===== src/hdl/rrte_pkg.sv =====
package rrte_pkg;
   localparam int unsigned OPC_W  = 10;
   localparam int unsigned NIB_W  = 4;
   localparam int unsigned D_W    = 3;
   localparam int unsigned Z_W    = 2;
   localparam int unsigned E_W    = 8;
   localparam int unsigned STK_W  = 3;
   localparam int unsigned PTR_W  = Z_W + 2 * NIB_W;

   localparam logic [9:0] OPC_COPY_B_TO_A   = 10'h01e;
   localparam logic [9:0] OPC_COPY_A_TO_B   = 10'h00e;
   localparam logic [9:0] OPC_COPY_Y_TO_A   = 10'h01f;
   localparam logic [9:0] OPC_COPY_A_TO_Y   = 10'h00c;
   localparam logic [9:0] OPC_PACK_AB_TO_E  = 10'h01a;
   localparam logic [9:0] OPC_UNPACK_E      = 10'h02a;
   localparam logic [9:0] OPC_COPY_A_TO_D   = 10'h029;
   localparam logic [9:0] OPC_COPY_D_TO_A   = 10'h051;
   localparam logic [9:0] OPC_COPY_Z_TO_A   = 10'h053;
   localparam logic [9:0] OPC_COPY_X_TO_A   = 10'h052;
   localparam logic [9:0] OPC_COPY_SP_TO_A  = 10'h050;
   localparam logic [9:0] OPC_INCREMENT_Y   = 10'h013;
   localparam logic [9:0] OPC_DECREMENT_Y   = 10'h017;
   localparam logic [1:0] PFX_LOAD_XY       = 2'h3;
   localparam logic [7:0] PFX_LOAD_Z        = 8'h12;
   localparam logic [5:0] PFX_LOAD_A_RAM    = 6'h2c;
   localparam logic [5:0] PFX_SWAP          = 6'h2d;
   localparam logic [5:0] PFX_SWAP_DEC      = 6'h2f;
   localparam logic [5:0] PFX_SWAP_INC      = 6'h2e;
   localparam logic [5:0] PFX_STORE_A       = 6'h2b;

   localparam int unsigned IMM_HI_LSB = 4;
   localparam int unsigned IMM_LSB   = 0;

   localparam logic [3:0] RST_NIB    = 4'h0;
   localparam logic [2:0] RST_D      = 3'h0;
   localparam logic [1:0] RST_Z      = 2'h0;
   localparam logic [7:0] RST_E      = 8'h00;
   localparam logic [3:0] Y_SKIP_INC = 4'h0;
   localparam logic [3:0] Y_SKIP_DEC = 4'hf;
   localparam logic [3:0] ONE_NIB    = 4'h1;

   typedef enum logic [4:0] {
      OP_NONE,
      OP_COPY_B_TO_A,
      OP_COPY_A_TO_B,
      OP_COPY_Y_TO_A,
      OP_COPY_A_TO_Y,
      OP_PACK_AB_TO_E,
      OP_UNPACK_E_TO_AB,
      OP_COPY_A_TO_D,
      OP_COPY_D_TO_A,
      OP_COPY_Z_TO_A,
      OP_COPY_X_TO_A,
      OP_COPY_SP_TO_A,
      OP_LOAD_XY_IMM,
      OP_LOAD_Z_IMM,
      OP_INCREMENT_Y,
      OP_DECREMENT_Y,
      OP_LOAD_A_RAM_XOR,
      OP_SWAP_A_RAM_XOR,
      OP_SWAP_A_RAM_XOR_DEC,
      OP_SWAP_A_RAM_XOR_INC,
      OP_STORE_A_RAM_XOR
   } rrte_op_type;
endpackage


===== src/hdl/rrte_dec_if.sv =====
`timescale 1ns/1ns
interface rrte_dec_if;
   logic [rrte_pkg::OPC_W-1:0] opcode;
   rrte_pkg::rrte_op_type      op;
   logic [rrte_pkg::NIB_W-1:0] imm_lo;
   logic [rrte_pkg::NIB_W-1:0] imm_hi;

   modport dec (input opcode, output op, output imm_lo, output imm_hi);
   modport exe (output opcode, input op, input imm_lo, input imm_hi);
endinterface


===== src/hdl/rrte_decode.sv =====
`timescale 1ns/1ns
module rrte_decode (
   rrte_dec_if.dec dec
);
   function automatic rrte_pkg::rrte_op_type decode_op(input logic [9:0] opc);
      rrte_pkg::rrte_op_type r;
      r = rrte_pkg::OP_NONE;
      if (opc[9:8] == rrte_pkg::PFX_LOAD_XY) begin
         r = rrte_pkg::OP_LOAD_XY_IMM;
      end else if (opc[9:2] == rrte_pkg::PFX_LOAD_Z) begin
         r = rrte_pkg::OP_LOAD_Z_IMM;
      end else if (opc[9:4] == rrte_pkg::PFX_LOAD_A_RAM) begin
         r = rrte_pkg::OP_LOAD_A_RAM_XOR;
      end else if (opc[9:4] == rrte_pkg::PFX_SWAP) begin
         r = rrte_pkg::OP_SWAP_A_RAM_XOR;
      end else if (opc[9:4] == rrte_pkg::PFX_SWAP_DEC) begin
         r = rrte_pkg::OP_SWAP_A_RAM_XOR_DEC;
      end else if (opc[9:4] == rrte_pkg::PFX_SWAP_INC) begin
         r = rrte_pkg::OP_SWAP_A_RAM_XOR_INC;
      end else if (opc[9:4] == rrte_pkg::PFX_STORE_A) begin
         r = rrte_pkg::OP_STORE_A_RAM_XOR;
      end else begin
         case (opc)
            rrte_pkg::OPC_COPY_B_TO_A:  r = rrte_pkg::OP_COPY_B_TO_A;
            rrte_pkg::OPC_COPY_A_TO_B:  r = rrte_pkg::OP_COPY_A_TO_B;
            rrte_pkg::OPC_COPY_Y_TO_A:  r = rrte_pkg::OP_COPY_Y_TO_A;
            rrte_pkg::OPC_COPY_A_TO_Y:  r = rrte_pkg::OP_COPY_A_TO_Y;
            rrte_pkg::OPC_PACK_AB_TO_E: r = rrte_pkg::OP_PACK_AB_TO_E;
            rrte_pkg::OPC_UNPACK_E:     r = rrte_pkg::OP_UNPACK_E_TO_AB;
            rrte_pkg::OPC_COPY_A_TO_D:  r = rrte_pkg::OP_COPY_A_TO_D;
            rrte_pkg::OPC_COPY_D_TO_A:  r = rrte_pkg::OP_COPY_D_TO_A;
            rrte_pkg::OPC_COPY_Z_TO_A:  r = rrte_pkg::OP_COPY_Z_TO_A;
            rrte_pkg::OPC_COPY_X_TO_A:  r = rrte_pkg::OP_COPY_X_TO_A;
            rrte_pkg::OPC_COPY_SP_TO_A: r = rrte_pkg::OP_COPY_SP_TO_A;
            rrte_pkg::OPC_INCREMENT_Y:  r = rrte_pkg::OP_INCREMENT_Y;
            rrte_pkg::OPC_DECREMENT_Y:  r = rrte_pkg::OP_DECREMENT_Y;
            default:                    r = rrte_pkg::OP_NONE;
         endcase
      end
      return r;
   endfunction

   always_comb begin
      dec.op     = decode_op(dec.opcode);
      dec.imm_lo = dec.opcode[rrte_pkg::IMM_LSB +: rrte_pkg::NIB_W];
      dec.imm_hi = dec.opcode[rrte_pkg::IMM_HI_LSB +: rrte_pkg::NIB_W];
   end
endmodule


===== src/hdl/rrte_exec.sv =====
`timescale 1ns/1ns
module rrte_exec (
   input  wire logic                        clk_sys_i,
   input  wire logic                        nrst_i,
   input  wire logic                        instr_valid_i,
   input  wire logic [rrte_pkg::OPC_W-1:0]  opcode_i,
   input  wire logic [rrte_pkg::STK_W-1:0]  stack_ptr_i,
   input  wire logic [rrte_pkg::NIB_W-1:0]  ram_rdata_i,
   output logic      [rrte_pkg::PTR_W-1:0]  data_pointer_o,
   output logic                             ram_we_o,
   output logic      [rrte_pkg::PTR_W-1:0]  ram_waddr_o,
   output logic      [rrte_pkg::NIB_W-1:0]  ram_wdata_o,
   output logic                             handled_o,
   output logic                             skip_o,
   output logic      [rrte_pkg::NIB_W-1:0]  a_o,
   output logic      [rrte_pkg::NIB_W-1:0]  b_o,
   output logic      [rrte_pkg::NIB_W-1:0]  x_o,
   output logic      [rrte_pkg::NIB_W-1:0]  y_o,
   output logic      [rrte_pkg::Z_W-1:0]    z_o,
   output logic      [rrte_pkg::D_W-1:0]    d_o,
   output logic      [rrte_pkg::E_W-1:0]    e_o
);
   rrte_dec_if dif ();

   rrte_decode u_decode (
      .dec (dif)
   );

   logic [3:0] a_reg;
   logic [3:0] a_next;
   logic [3:0] b_reg;
   logic [3:0] b_next;
   logic [3:0] x_reg;
   logic [3:0] x_next;
   logic [3:0] y_reg;
   logic [3:0] y_next;
   logic [1:0] z_reg;
   logic [1:0] z_next;
   logic [2:0] d_reg;
   logic [2:0] d_next;
   logic [7:0] e_reg;
   logic [7:0] e_next;
   logic       skip_reg;
   logic       skip_next;
   logic       chain_reg;
   logic       chain_next;
   logic       we_reg;
   logic       we_next;
   logic [9:0] waddr_reg;
   logic [9:0] waddr_next;
   logic [3:0] wdata_reg;
   logic [3:0] wdata_next;
   logic       exec;
   logic       is_load_xy;

   function automatic logic [3:0] y_step(input logic [3:0] y, input logic up);
      return up ? 4'(y + rrte_pkg::ONE_NIB) : 4'(y - rrte_pkg::ONE_NIB);
   endfunction

   assign dif.opcode = opcode_i;
   assign is_load_xy = (dif.op == rrte_pkg::OP_LOAD_XY_IMM);

   assign exec = instr_valid_i && !skip_reg && !(is_load_xy && chain_reg);

   always_comb begin
      a_next        = a_reg;
      b_next        = b_reg;
      x_next        = x_reg;
      y_next        = y_reg;
      z_next        = z_reg;
      d_next        = d_reg;
      e_next        = e_reg;
      skip_next     = skip_reg;
      chain_next    = chain_reg;
      we_next       = 1'b0;
      waddr_next    = waddr_reg;
      wdata_next    = wdata_reg;
      if (instr_valid_i) begin
         // Skipped instructions still count for the load_xy_imm chain
         skip_next     = 1'b0;
         chain_next    = is_load_xy;
      end
      if (exec) begin
         case (dif.op)
            rrte_pkg::OP_COPY_B_TO_A: a_next = b_reg;
            rrte_pkg::OP_COPY_A_TO_B: b_next = a_reg;
            rrte_pkg::OP_COPY_Y_TO_A: a_next = y_reg;
            rrte_pkg::OP_COPY_A_TO_Y: y_next = a_reg;
            rrte_pkg::OP_PACK_AB_TO_E: e_next = {b_reg, a_reg};
            rrte_pkg::OP_UNPACK_E_TO_AB: begin
               b_next = e_reg[7:4];
               a_next = e_reg[3:0];
            end
            rrte_pkg::OP_COPY_A_TO_D: d_next = a_reg[2:0];
            rrte_pkg::OP_COPY_D_TO_A: a_next = {1'b0, d_reg};
            rrte_pkg::OP_COPY_Z_TO_A: a_next = {2'b00, z_reg};
            rrte_pkg::OP_COPY_X_TO_A: a_next = x_reg;
            rrte_pkg::OP_COPY_SP_TO_A: a_next = {1'b0, stack_ptr_i};
            rrte_pkg::OP_LOAD_XY_IMM: begin
               x_next = dif.imm_hi;
               y_next = dif.imm_lo;
            end
            rrte_pkg::OP_LOAD_Z_IMM: z_next = dif.imm_lo[1:0];
            rrte_pkg::OP_INCREMENT_Y,
            rrte_pkg::OP_DECREMENT_Y: y_next = y_step(y_reg, dif.op == rrte_pkg::OP_INCREMENT_Y);
            rrte_pkg::OP_LOAD_A_RAM_XOR: begin
               a_next = ram_rdata_i;
               x_next = x_reg ^ dif.imm_lo;
            end
            rrte_pkg::OP_SWAP_A_RAM_XOR,
            rrte_pkg::OP_SWAP_A_RAM_XOR_DEC,
            rrte_pkg::OP_SWAP_A_RAM_XOR_INC: begin
               a_next     = ram_rdata_i;
               we_next    = 1'b1;
               waddr_next = data_pointer_o;
               wdata_next = a_reg;
               x_next     = x_reg ^ dif.imm_lo;
               if (dif.op == rrte_pkg::OP_SWAP_A_RAM_XOR_DEC) begin
                  y_next = y_step(y_reg, 1'b0);
               end else if (dif.op == rrte_pkg::OP_SWAP_A_RAM_XOR_INC) begin
                  y_next = y_step(y_reg, 1'b1);
               end
            end
            rrte_pkg::OP_STORE_A_RAM_XOR: begin
               we_next    = 1'b1;
               waddr_next = data_pointer_o;
               wdata_next = a_reg;
               x_next     = x_reg ^ dif.imm_lo;
            end
            default: begin
            end
         endcase
         if (dif.op == rrte_pkg::OP_INCREMENT_Y || dif.op == rrte_pkg::OP_SWAP_A_RAM_XOR_INC) begin
            skip_next = (y_next == rrte_pkg::Y_SKIP_INC);
         end else if (dif.op == rrte_pkg::OP_DECREMENT_Y || dif.op == rrte_pkg::OP_SWAP_A_RAM_XOR_DEC) begin
            skip_next = (y_next == rrte_pkg::Y_SKIP_DEC);
         end
      end
   end

   always_ff @(posedge clk_sys_i or negedge nrst_i) begin
      if (!nrst_i) begin
         a_reg        <= rrte_pkg::RST_NIB;
         b_reg        <= rrte_pkg::RST_NIB;
         x_reg        <= rrte_pkg::RST_NIB;
         y_reg        <= rrte_pkg::RST_NIB;
         z_reg        <= rrte_pkg::RST_Z;
         d_reg        <= rrte_pkg::RST_D;
         e_reg        <= rrte_pkg::RST_E;
         skip_reg     <= 1'b0;
         chain_reg    <= 1'b0;
         we_reg       <= 1'b0;
         waddr_reg    <= 10'h000;
         wdata_reg    <= rrte_pkg::RST_NIB;
      end else begin
         a_reg        <= a_next;
         b_reg        <= b_next;
         x_reg        <= x_next;
         y_reg        <= y_next;
         z_reg        <= z_next;
         d_reg        <= d_next;
         e_reg        <= e_next;
         skip_reg     <= skip_next;
         chain_reg    <= chain_next;
         we_reg       <= we_next;
         waddr_reg    <= waddr_next;
         wdata_reg    <= wdata_next;
      end
   end

   // Write lands one cycle after the swap, so RAM must not be reread that cycle
   assign data_pointer_o = {z_reg, x_reg, y_reg};
   assign ram_we_o       = we_reg;
   assign ram_waddr_o    = waddr_reg;
   assign ram_wdata_o    = wdata_reg;
   assign handled_o      = instr_valid_i && (dif.op != rrte_pkg::OP_NONE);
   assign skip_o         = skip_reg;
   assign a_o            = a_reg;
   assign b_o            = b_reg;
   assign x_o            = x_reg;
   assign y_o            = y_reg;
   assign z_o            = z_reg;
   assign d_o            = d_reg;
   assign e_o            = e_reg;

   a_copy_b_a : assert property (
      @(posedge clk_sys_i) disable iff (!nrst_i)
      exec && dif.op == rrte_pkg::OP_COPY_B_TO_A |=> a_reg == $past(b_reg) && b_reg == $past(b_reg))
      else $error("copy_b_to_a result wrong");

   a_copy_a_b : assert property (
      @(posedge clk_sys_i) disable iff (!nrst_i)
      exec && dif.op == rrte_pkg::OP_COPY_A_TO_B |=> b_reg == $past(a_reg))
      else $error("copy_a_to_b result wrong");

   a_copy_y_a : assert property (
      @(posedge clk_sys_i) disable iff (!nrst_i)
      exec && dif.op == rrte_pkg::OP_COPY_Y_TO_A |=> a_reg == $past(y_reg))
      else $error("copy_y_to_a result wrong");

   a_copy_a_y : assert property (
      @(posedge clk_sys_i) disable iff (!nrst_i)
      exec && dif.op == rrte_pkg::OP_COPY_A_TO_Y |=> y_reg == $past(a_reg))
      else $error("copy_a_to_y result wrong");

   a_a_to_d : assert property (
      @(posedge clk_sys_i) disable iff (!nrst_i)
      exec && dif.op == rrte_pkg::OP_COPY_A_TO_D |=> d_reg == $past(a_reg[2:0]))
      else $error("copy_a_to_d result wrong");

   a_d_to_a : assert property (
      @(posedge clk_sys_i) disable iff (!nrst_i)
      exec && dif.op == rrte_pkg::OP_COPY_D_TO_A |=> a_reg == {1'b0, $past(d_reg)})
      else $error("copy_d_to_a result wrong");

   a_z_to_a : assert property (
      @(posedge clk_sys_i) disable iff (!nrst_i)
      exec && dif.op == rrte_pkg::OP_COPY_Z_TO_A |=> a_reg == {2'b00, $past(z_reg)})
      else $error("copy_z_to_a result wrong");

   a_load_z : assert property (
      @(posedge clk_sys_i) disable iff (!nrst_i)
      exec && dif.op == rrte_pkg::OP_LOAD_Z_IMM |=> z_reg == $past(opcode_i[1:0]))
      else $error("load_z_imm result wrong");

   a_store_write : assert property (
      @(posedge clk_sys_i) disable iff (!nrst_i)
      exec && dif.op == rrte_pkg::OP_STORE_A_RAM_XOR
      |=> ram_we_o && ram_wdata_o == $past(a_reg) && ram_waddr_o == $past(data_pointer_o) && a_reg == $past(a_reg))
      else $error("store_a_to_ram_xor write wrong");

   a_pack_e : assert property (
      @(posedge clk_sys_i) disable iff (!nrst_i)
      exec && dif.op == rrte_pkg::OP_PACK_AB_TO_E |=> e_reg == {$past(b_reg), $past(a_reg)})
      else $error("pack_ab_to_e result wrong");

   a_unpack_e : assert property (
      @(posedge clk_sys_i) disable iff (!nrst_i)
      exec && dif.op == rrte_pkg::OP_UNPACK_E_TO_AB |=> b_reg == $past(e_reg[7:4]) && a_reg == $past(e_reg[3:0]))
      else $error("unpack_e_to_ab result wrong");

   a_sp_to_a : assert property (
      @(posedge clk_sys_i) disable iff (!nrst_i)
      exec && dif.op == rrte_pkg::OP_COPY_SP_TO_A |=> a_reg == {1'b0, $past(stack_ptr_i)})
      else $error("copy_sp_to_a result wrong");

   a_load_xy : assert property (
      @(posedge clk_sys_i) disable iff (!nrst_i)
      exec && opcode_i[9:8] == 2'h3 |=> x_reg == $past(opcode_i[7:4]) && y_reg == $past(opcode_i[3:0]))
      else $error("load_xy_imm result wrong");

   a_xor_x : assert property (
      @(posedge clk_sys_i) disable iff (!nrst_i)
      exec && (dif.op == rrte_pkg::OP_LOAD_A_RAM_XOR || dif.op == rrte_pkg::OP_SWAP_A_RAM_XOR ||
               dif.op == rrte_pkg::OP_SWAP_A_RAM_XOR_DEC || dif.op == rrte_pkg::OP_SWAP_A_RAM_XOR_INC ||
               dif.op == rrte_pkg::OP_STORE_A_RAM_XOR)
      |=> x_reg == ($past(x_reg) ^ $past(opcode_i[3:0])))
      else $error("X xor immediate wrong");

   a_swap_write : assert property (
      @(posedge clk_sys_i) disable iff (!nrst_i)
      exec && dif.op == rrte_pkg::OP_SWAP_A_RAM_XOR
      |=> ram_we_o && ram_wdata_o == $past(a_reg) && a_reg == $past(ram_rdata_i) ##1 (!ram_we_o || $past(exec)))
      else $error("swap_a_ram_xor exchange wrong");

   a_inc_skip : assert property (
      @(posedge clk_sys_i) disable iff (!nrst_i)
      exec && dif.op == rrte_pkg::OP_INCREMENT_Y |=> y_reg == 4'($past(y_reg) + 4'h1) && skip_o == (y_reg == 4'h0))
      else $error("increment_y skip wrong");

   a_dec_skip : assert property (
      @(posedge clk_sys_i) disable iff (!nrst_i)
      exec && dif.op == rrte_pkg::OP_SWAP_A_RAM_XOR_DEC |=> skip_o == ($past(y_reg) == 4'h0))
      else $error("swap_a_ram_xor_dec skip wrong");

   a_xy_chain : assert property (
      @(posedge clk_sys_i) disable iff (!nrst_i)
      instr_valid_i && is_load_xy && chain_reg
      |=> $stable(x_reg) && $stable(y_reg))
      else $error("following load_xy_imm not skipped");

   a_skip_held : assert property (
      @(posedge clk_sys_i) disable iff (!nrst_i)
      instr_valid_i && skip_reg |=> $stable(a_reg) && $stable(x_reg) && $stable(y_reg) && !skip_o)
      else $error("skipped instruction changed state");
endmodule


===== config.mk =====
export PLATFORM = sky130hd
export DESIGN_NAME = rrte_exec
export DESIGN_NICKNAME = d
export VERILOG_FILES = /design/src/hdl/rrte_pkg.sv /design/src/hdl/rrte_dec_if.sv /design/src/hdl/rrte_decode.sv /design/src/hdl/rrte_exec.sv
export SDC_FILE = /design/constraint.sdc
export NUM_CORES = 1
export LEC_CHECK = 0
export ABC_CLOCK_PERIOD_IN_PS = 2700
export BUFFER_PORTS_ARGS = -buffer_cell sky130_fd_sc_hd__clkbuf_2
export CELL_PAD_IN_SITES_DETAIL_PLACEMENT = 1
export CELL_PAD_IN_SITES_GLOBAL_PLACEMENT = 1
export CORE_MARGIN = 10
export CORE_UTILIZATION = 37
export DETAILED_ROUTE_END_ITERATION = 6
export PLACE_DENSITY = 0.81
export SLEW_MARGIN = 40
export SYNTH_ARGS = -nofsm -noshare
export SYNTH_HDL_FRONTEND = slang
export SYNTH_HIERARCHICAL = 1
export SYNTH_SLANG_ARGS = --single-unit

===== constraint.sdc =====
create_clock -name clk_sys_i -period 2.7 [get_ports clk_sys_i]
set_clock_uncertainty 0.15 [all_clocks]
set_input_delay 0.27 -clock clk_sys_i [delete_from_list [all_inputs] [get_ports clk_sys_i]]
set_output_delay 0.27 -clock clk_sys_i [all_outputs]
set_load 0.01 [all_outputs]

After elaboration in Yosys (flattened, before gate mapping)
Cells that the tools add are included.
Cells by class
  add/sub/neg operators: 2
  eq/ne operators: 41
  mux-type cells: 22
  bitwise operators: 1
  reductions and logical operators: 25
Operators with widths (count)
  case mux 4 bit (13 select lines): 1
  equality test 10 x 5 -> 1 bit (second input constant): 5
  equality test 10 x 7 -> 1 bit (second input constant): 4
  equality test 5 x 4 -> 1 bit (second input constant): 8
  two-way mux 5 bit: 7
  case mux 4 bit (8 select lines): 1
  equality test 6 bit (second input constant): 5
  equality test 5 bit (second input constant): 5
  equality test 10 x 4 -> 1 bit (second input constant): 2
  equality test 10 x 6 -> 1 bit (second input constant): 2
  equality test 5 x 3 -> 1 bit (second input constant): 4
  two-way mux 4 bit: 4
  case mux 4 bit (2 select lines): 2
  case mux 4 bit (4 select lines): 1
  AND reduction 2 bit: 7
  equality test 5 x 2 -> 1 bit (second input constant): 2
  equality test 8 x 5 -> 1 bit (second input constant): 1
  nonzero test 8 bit: 1
  OR reduction 4 bit: 2
  two-way mux 1 bit: 6
  equality test 5 x 1 -> 1 bit (second input constant): 1
  nonzero test 5 bit: 1
  OR reduction 5 bit: 1
  adder 4 x 1 -> 4 bit (second input constant): 1
  other kinds (11): 17
Storage, ports and cells
  register bits after elaboration: 46
  bits of input ports: 20
  output and inout port bits: 56
  logic and storage cells: 103

Depth between registers and ports, before layout
  depth after elaboration: 18
  gate-level depth with buffers: 13
  gate-level depth less buffers: 10

Modules after synthesis
Netlist, hierarchy kept.
Modules (own cells, without submodules)
  rrte_exec: times used 1, cells an instance 274, area each 2758.9 µm², sequential area each 1151.1 µm²
  rrte_decode: times used 1, cells an instance 58, area each 422.9 µm², sequential area each 0.0 µm²

Least setup slack after synthesis
No wires, ideal clock.
  path kind: input-to-reg
  from: in opcode_i[7] (netlist bit)
  to: reg y_reg[3], in the netlist y_o[3]
  library setup time: 0.125 ns
  arrival time: 3.178 ns
  required time: 2.425 ns
  path slack: -0.752 ns
  stages: 10
  buffers on the path: 0
  path through: or2_2 nor3_1 a22oi_1 o41ai_1 and3b_1 o21ai_2 and2_4 a22o_1 a211o_1 mux2_2
On the way
  cells in the longest elaborated chain, start to end: 14
  elaborated cells on any way between the ends: 44
  those cells by class: 26 x eq/ne; 13 x mux; 5 x reduce/logical
Ends and longest elaborated chain
  start, declared: RTL line rrte_exec.sv:6  | input wire logic [rrte_pkg::OPC_W-1:0] opcode_i,
  equality test 10 x 5 -> 1 bit, or another cell as far along: RTL line rrte_decode.sv:23  | case (opc)
  case mux 4 bit (13 select lines): RTL line rrte_decode.sv:23
  two-way mux 5 bit: RTL line rrte_decode.sv:20  | end else if (opc[9:4] == rrte_pkg::PFX_STORE_A) begin
  two-way mux 5 bit: RTL line rrte_decode.sv:18  | end else if (opc[9:4] == rrte_pkg::PFX_SWAP_INC) begin
  two-way mux 5 bit: RTL line rrte_decode.sv:16  | end else if (opc[9:4] == rrte_pkg::PFX_SWAP_DEC) begin
  two-way mux 5 bit: RTL line rrte_decode.sv:14  | end else if (opc[9:4] == rrte_pkg::PFX_SWAP) begin
  two-way mux 5 bit: RTL line rrte_decode.sv:12  | end else if (opc[9:4] == rrte_pkg::PFX_LOAD_A_RAM) begin
  two-way mux 5 bit (*): RTL line rrte_decode.sv:10  | end else if (opc[9:2] == rrte_pkg::PFX_LOAD_Z) begin
  two-way mux 5 bit (*): RTL line rrte_decode.sv:8  | if (opc[9:8] == rrte_pkg::PFX_LOAD_XY) begin
  via dif.op[3]: RTL line rrte_dec_if.sv:4  | rrte_pkg::rrte_op_type op;
  equality test 5 bit: RTL line rrte_exec.sv:84, rrte_exec.sv:120
  two-way mux 4 bit: RTL line rrte_exec.sv:120  | end else if (dif.op == rrte_pkg::OP_SWAP_A_RAM_XOR_INC) begin
  two-way mux 4 bit: RTL line rrte_exec.sv:118  | if (dif.op == rrte_pkg::OP_SWAP_A_RAM_XOR_DEC) begin
  case mux 4 bit (4 select lines): RTL line rrte_exec.sv:84  | case (dif.op)
  two-way mux 4 bit: RTL line rrte_exec.sv:83  | if (exec) begin
  end signal, assigned: RTL line rrte_exec.sv:146  | y_reg <= rrte_pkg::RST_NIB;
  end signal, assigned: RTL line rrte_exec.sv:159  | y_reg <= y_next;
  end, declared: RTL line rrte_exec.sv:35  | logic [3:0] y_reg;
Mark *: on every way through the listed nets, which the timed path passes. The rest lies on a longest branch. The select of a mux whose other input is x is not followed.
A chain may end at the register's enable or synchronous reset.

Final worst setup path
  from: in opcode_i[8] (netlist bit)
  to: reg skip_reg, in the netlist skip_o
On the way
  cells in the longest elaborated chain, start to end: 18
  elaborated cells on any way between the ends: 52
  those cells by class: 28 x eq/ne; 16 x mux; 8 x reduce/logical
Ends and longest elaborated chain
  equality test 10 x 5 -> 1 bit, or another cell as far along: RTL line rrte_decode.sv:23
  case mux 4 bit (13 select lines): RTL line rrte_decode.sv:23
  two-way mux 5 bit: RTL line rrte_decode.sv:20
  two-way mux 5 bit: RTL line rrte_decode.sv:18
  two-way mux 5 bit: RTL line rrte_decode.sv:16
  two-way mux 5 bit: RTL line rrte_decode.sv:14
  two-way mux 5 bit: RTL line rrte_decode.sv:12
  two-way mux 5 bit: RTL line rrte_decode.sv:10
  [... 1 more ...]
  via dif.op[0]: RTL line rrte_dec_if.sv:4
  [... 2 more ...]
  two-way mux 4 bit: RTL line rrte_exec.sv:118
  case mux 4 bit (4 select lines): RTL line rrte_exec.sv:84
  two-way mux 4 bit: RTL line rrte_exec.sv:83
  equality test 4 bit: RTL line rrte_exec.sv:136  | skip_next = (y_next == rrte_pkg::Y_SKIP_DEC);
  two-way mux 1 bit: RTL line rrte_exec.sv:135  | end else if (dif.op == rrte_pkg::OP_DECREMENT_Y || dif.op == rrte_pkg::OP_SWAP_A_RAM_XOR_DEC) begin
  two-way mux 1 bit: RTL line rrte_exec.sv:133  | if (dif.op == rrte_pkg::OP_INCREMENT_Y || dif.op == rrte_pkg::OP_SWAP_A_RAM_XOR_INC) begin
  two-way mux 1 bit (*): RTL line rrte_exec.sv:83
  via skip_next: RTL line rrte_exec.sv:44  | logic skip_next;
  end signal, assigned: RTL line rrte_exec.sv:163  | skip_reg <= skip_next;
  end, declared: RTL line rrte_exec.sv:43  | logic skip_reg;
Marks and branches as above.

==> impl_metrics.prom <==
# TYPE chip_impl_metric gauge
chip_impl_info{name="status",value="finished with violations"} 1
chip_impl_info{name="failing_checks",value="setup timing"} 1
chip_impl_metric{name="ys_seq_area_share",unit="%"} 36.2
chip_impl_metric{name="portion_of_synthesized_cell_area_occupied_by_the_leading_cell_type",unit="%"} 36.2
chip_impl_metric{name="switching_share",unit="%"} 39.2
chip_impl_metric{name="synth.ff_latch_count",unit=""} 46
chip_impl_metric{name="post_layout_inst_area",unit="mm²"} 0.00518
chip_impl_metric{name="routed_via_density",unit=""} 6.16
chip_impl_metric{name="final_setup_viols",unit=""} 42
chip_impl_metric{name="drc",unit=""} 0
chip_impl_metric{name="ir_worst_vdd",unit="µV"} 265
chip_impl_metric{name="wl_met3",unit="µm"} 1150
chip_impl_metric{name="switchingPower",unit="mW"} 0.934
chip_impl_metric{name="clock_power_share",unit="%"} 23.3
chip_impl_info{name="startpoint_type",value="input port"} 1
chip_impl_metric{name="totalPowerFinal",unit="mW"} 2.38
chip_impl_metric{name="internal_pwr_total",unit="mW"} 1.45
chip_impl_info{name="synth_flop_cell",value="dfrtp_1"} 1
chip_impl_metric{name="tritoncts_sinks",unit=""} 46
chip_impl_metric{name="antenna_cells",unit=""} 0
chip_impl_metric{name="floorplan.initialDensity",unit="%"} 38.3
chip_impl_metric{name="dr_wl_met2",unit="µm"} 8650
chip_impl_info{name="setup.worst_path.end_class",value="flip-flop"} 1
chip_impl_metric{name="detail_route.wirelength",unit="µm"} 17200
chip_impl_metric{name="hold_violation_total_from_the_final_report",unit=""} 0
chip_impl_metric{name="wl_met1",unit="µm"} 6160
chip_impl_metric{name="power.static_leakage",unit="nW"} 2.43
chip_impl_metric{name="cts_inserted_buffers",unit=""} 5
chip_impl_metric{name="top_level_ports",unit=""} 76
chip_impl_metric{name="fin_tns_setup",unit="ns"} -8.90
chip_impl_metric{name="grt_pass1_wl",unit="µm"} 22500
chip_impl_metric{name="timing.critical_path.required",unit="ns"} 2.77
chip_impl_info{name="worstHoldPathType",value="input port to flip-flop"} 1
chip_impl_metric{name="slew_hr",unit="%"} 45.8
chip_impl_metric{name="clkSlewWorstSetupHoldPaths",unit="ns"} 0.11
chip_impl_metric{name="syn_area",unit="mm²"} 0.00318
chip_impl_metric{name="synth_cell_types",unit=""} 67
chip_impl_metric{name="synth_async_sr_flop_share",unit="%"} 100
chip_impl_metric{name="grt_antenna_before_repair",unit=""} 0
chip_impl_info{name="uppermost_layer_routed",value="met4"} 1
chip_impl_metric{name="clock_path_buffers",unit=""} 2
chip_impl_info{name="mostFrequentLayoutCells",value="84 x buf_4, 69 x clkbuf_2, 46 x dfrtp_1, 32 x buf_6, 23 x mux2_2"} 1
chip_impl_metric{name="postSynthNetCount",unit=""} 354
chip_impl_info{name="ys_top_cells_by_area",value="dfrtp_1 36%, mux2_2 11%, buf_4 5.2%, nand2_1 3.7%, o21ai_0 3.0%"} 1
chip_impl_metric{name="ctsHtreeMaxLevel",unit=""} 2
chip_impl_metric{name="post_layout_nonfiller_instances",unit=""} 599
chip_impl_metric{name="detailed_place.area",unit="mm²"} 0.00408
chip_impl_metric{name="drt-pass1-iter-count",unit=""} 4
chip_impl_info{name="crit_type",value="input port to flip-flop"} 1
chip_impl_info{name="cts_tree",value="built"} 1
chip_impl_metric{name="synth_enable_flop_cells",unit=""} 0
chip_impl_metric{name="latest_clock_arrival_within_the_worst_skew_pair",unit="ns"} 0.33
chip_impl_metric{name="post_route_cells_drive_above_1_share",unit="%"} 64.8
chip_impl_metric{name="grt_start_max_net_pins",unit=""} 47
chip_impl_metric{name="core.rowCount",unit=""} 33
chip_impl_metric{name="dp_hpwl",unit="µm"} 9190
chip_impl_metric{name="die_height",unit="µm"} 113
chip_impl_metric{name="detail_route.wl_per_cell",unit="µm"} 28.7
chip_impl_metric{name="synthesis.instances",unit=""} 332
chip_impl_metric{name="die-area",unit="mm²"} 0.0127
chip_impl_metric{name="syn2layout_area_growth",unit="%"} 62.8
chip_impl_metric{name="drv_cap",unit=""} 0
chip_impl_metric{name="placement.io_buffers",unit=""} 75
chip_impl_info{name="post-synth-top-area-cell",value="dfrtp_1"} 1
chip_impl_metric{name="pwr-share-seq",unit="%"} 38.7
chip_impl_metric{name="least_margin_pin_slew",unit="ns"} 0.812
chip_impl_metric{name="globalplace.congestion",unit=""} 0.895
chip_impl_metric{name="layout_min_cycle_time",unit="ns"} 3.19
chip_impl_metric{name="post_synth.cell_area_avg",unit="µm²"} 9.58
chip_impl_metric{name="die_width",unit="µm"} 113
chip_impl_metric{name="filler_cell_count",unit=""} 913
chip_impl_metric{name="cell_total_after_placement",unit=""} 549
chip_impl_metric{name="floorplan.core_area",unit="mm²"} 0.00830
chip_impl_metric{name="grt_pass1_vias",unit=""} 3943
chip_impl_info{name="clock-root-buffer",value="clkbuf_8"} 1
chip_impl_metric{name="max_freq",unit="MHz"} 313
chip_impl_metric{name="route.vias.total",unit=""} 3690
chip_impl_metric{name="share_comb_of_total_power",unit="%"} 37.9
chip_impl_info{name="setup_repair_after_global_routing_missed_its_margin",value="true"} 1
chip_impl_metric{name="maxSlewViolCount",unit=""} 0
chip_impl_metric{name="finalWorstSetupSlack",unit="ns"} -0.491
chip_impl_metric{name="postRouteAntennaNets",unit=""} 0
chip_impl_metric{name="layout_worst_path_cycle_share",unit="%"} 118
chip_impl_metric{name="grt.total_usage",unit="%"} 21.9
chip_impl_metric{name="layout_net_count",unit=""} 515
chip_impl_metric{name="worstPathArrival",unit="ns"} 3.26
chip_impl_metric{name="cp_max_fo",unit=""} 8
chip_impl_metric{name="overflow",unit=""} 0
chip_impl_metric{name="detail_route.iter0.violations",unit=""} 301
chip_impl_metric{name="ys_warn_count",unit=""} 6
chip_impl_info{name="most_common_cell_after_layout_fill_and_taps_aside",value="buf_4"} 1
chip_impl_metric{name="max_reg_flops",unit=""} 10
chip_impl_metric{name="cellPowerDensity",unit="mW/mm²"} 460
[worst paths after layout]
| check | start | to | slack [ns] | cells after the start |
|---|---|---|---|---|
| worst max-delay path | opcode_i[8] | skip_o | -0.49 | 15 |
| worst min-delay path | instr_valid_i | chain_reg | 0.14 | 2 |
| worst max register to register | y_o[1] | skip_o | -0.04 | 8 |
| worst min register to register | ram_waddr_o[1] | ram_waddr_o[1] | 0.36 | 2 |
| max in group asynchronous | nrst_i | a_o[2] | 1.53 | 3 |
| min in group asynchronous | nrst_i | d_o[0] | 0.44 | 3 |
[kinds of logic after synthesis]
group                      share of synthesized area (%)
AOI/OAI and AO/OA                                   17.8
xor gates and xnor gates                            1.38
adders and majority gates                          0.786
buffers and inverters                               8.97
DFF                                                 36.2
muxes                                               14.2
and+or+nand+nor                                     20.7
[power by group through the flow]
| stage | clock [mW] | combinational (mW) | sequential (mW) |
|---|---|---|---|
| after detailed placement | 0 | 0.645 | 0.906 |
| after floorplan | 0 | 0.355 | 0.891 |
| after CTS | 0.547 | 0.710 | 0.895 |
| final | 0.556 | 0.904 | 0.923 |
| after global placement | 0 | 0.617 | 0.899 |
| after global routing | 0.590 | 0.944 | 0.929 |
[critical path, stage by stage]
cell	delay (ns)
buf_4	0.13
buf_4	0.13
buf_6	0.11
buf_4	0.13
buf_4	0.15
nor4b_1	0.55
a211oi_1	0.14
o211ai_1	0.17
buf_6	0.19
buf_12	0.15
o21ai_2	0.11
a31oi_1	0.30
a32oi_2	0.13
a211o_1	0.34
a211o_1	0.27
[through the flow]
step / worst slack, ns / hold WS, ns / util [%]
after floorplan: -0.372 / -0.176 / -
after global placement: -0.562 / 0.239 / 49.2
after detailed placement: -0.662 / 0.253 / 49.2
after CTS: -0.305 / 0.128 / 55.5
after global routing: -0.636 / 0.171 / 62.4
final: -0.491 / 0.138 / 62.4
[synth_stat cells, types with 7 or more instances]
master and n:
buf_2 9, mux2_2 31, dfrtp_1 46, buf_4 22
nand2_1 31, nor2_1 13, nand2b_1 7, o21ai_0 19
mux2i_1 8, nor3_1 10, a21oi_1 14, nand3_1 12
[routing by layer]
layer / GRT usage (%) / up-vias
met3: 3.75 / 89
met5: 0 / -
li1: - / 1542
met1: 22.5 / 1845
met2: 41.0 / 214
met4: 12.3 / 0
[final cells by class]
class,instances,area [µm²],share of cell area [%]
Clock buffer,5,68.8,1.33
Clock inverter,3,43.8,0.845
Inverter,7,26.3,0.507
Multi-Input combinational cell,243,2350,45.3
Sequential cell,46,1150,22.2
Tap cell,105,131,2.54
Timing Repair Buffer,190,1410,27.3
[what timing repair did]
item / 4_1_cts / 5_1_grt
setup buffers: 22 / 23
cloned: 2 / 0
hold buffers: 1 / 0
setup endpoints to repair: 46 / 46
endpoints found under the hold margin: 46 / 0
gates resized for setup: 62 / 115
pin swaps: 26 / 42
Power figures use the tool's default switching activity.
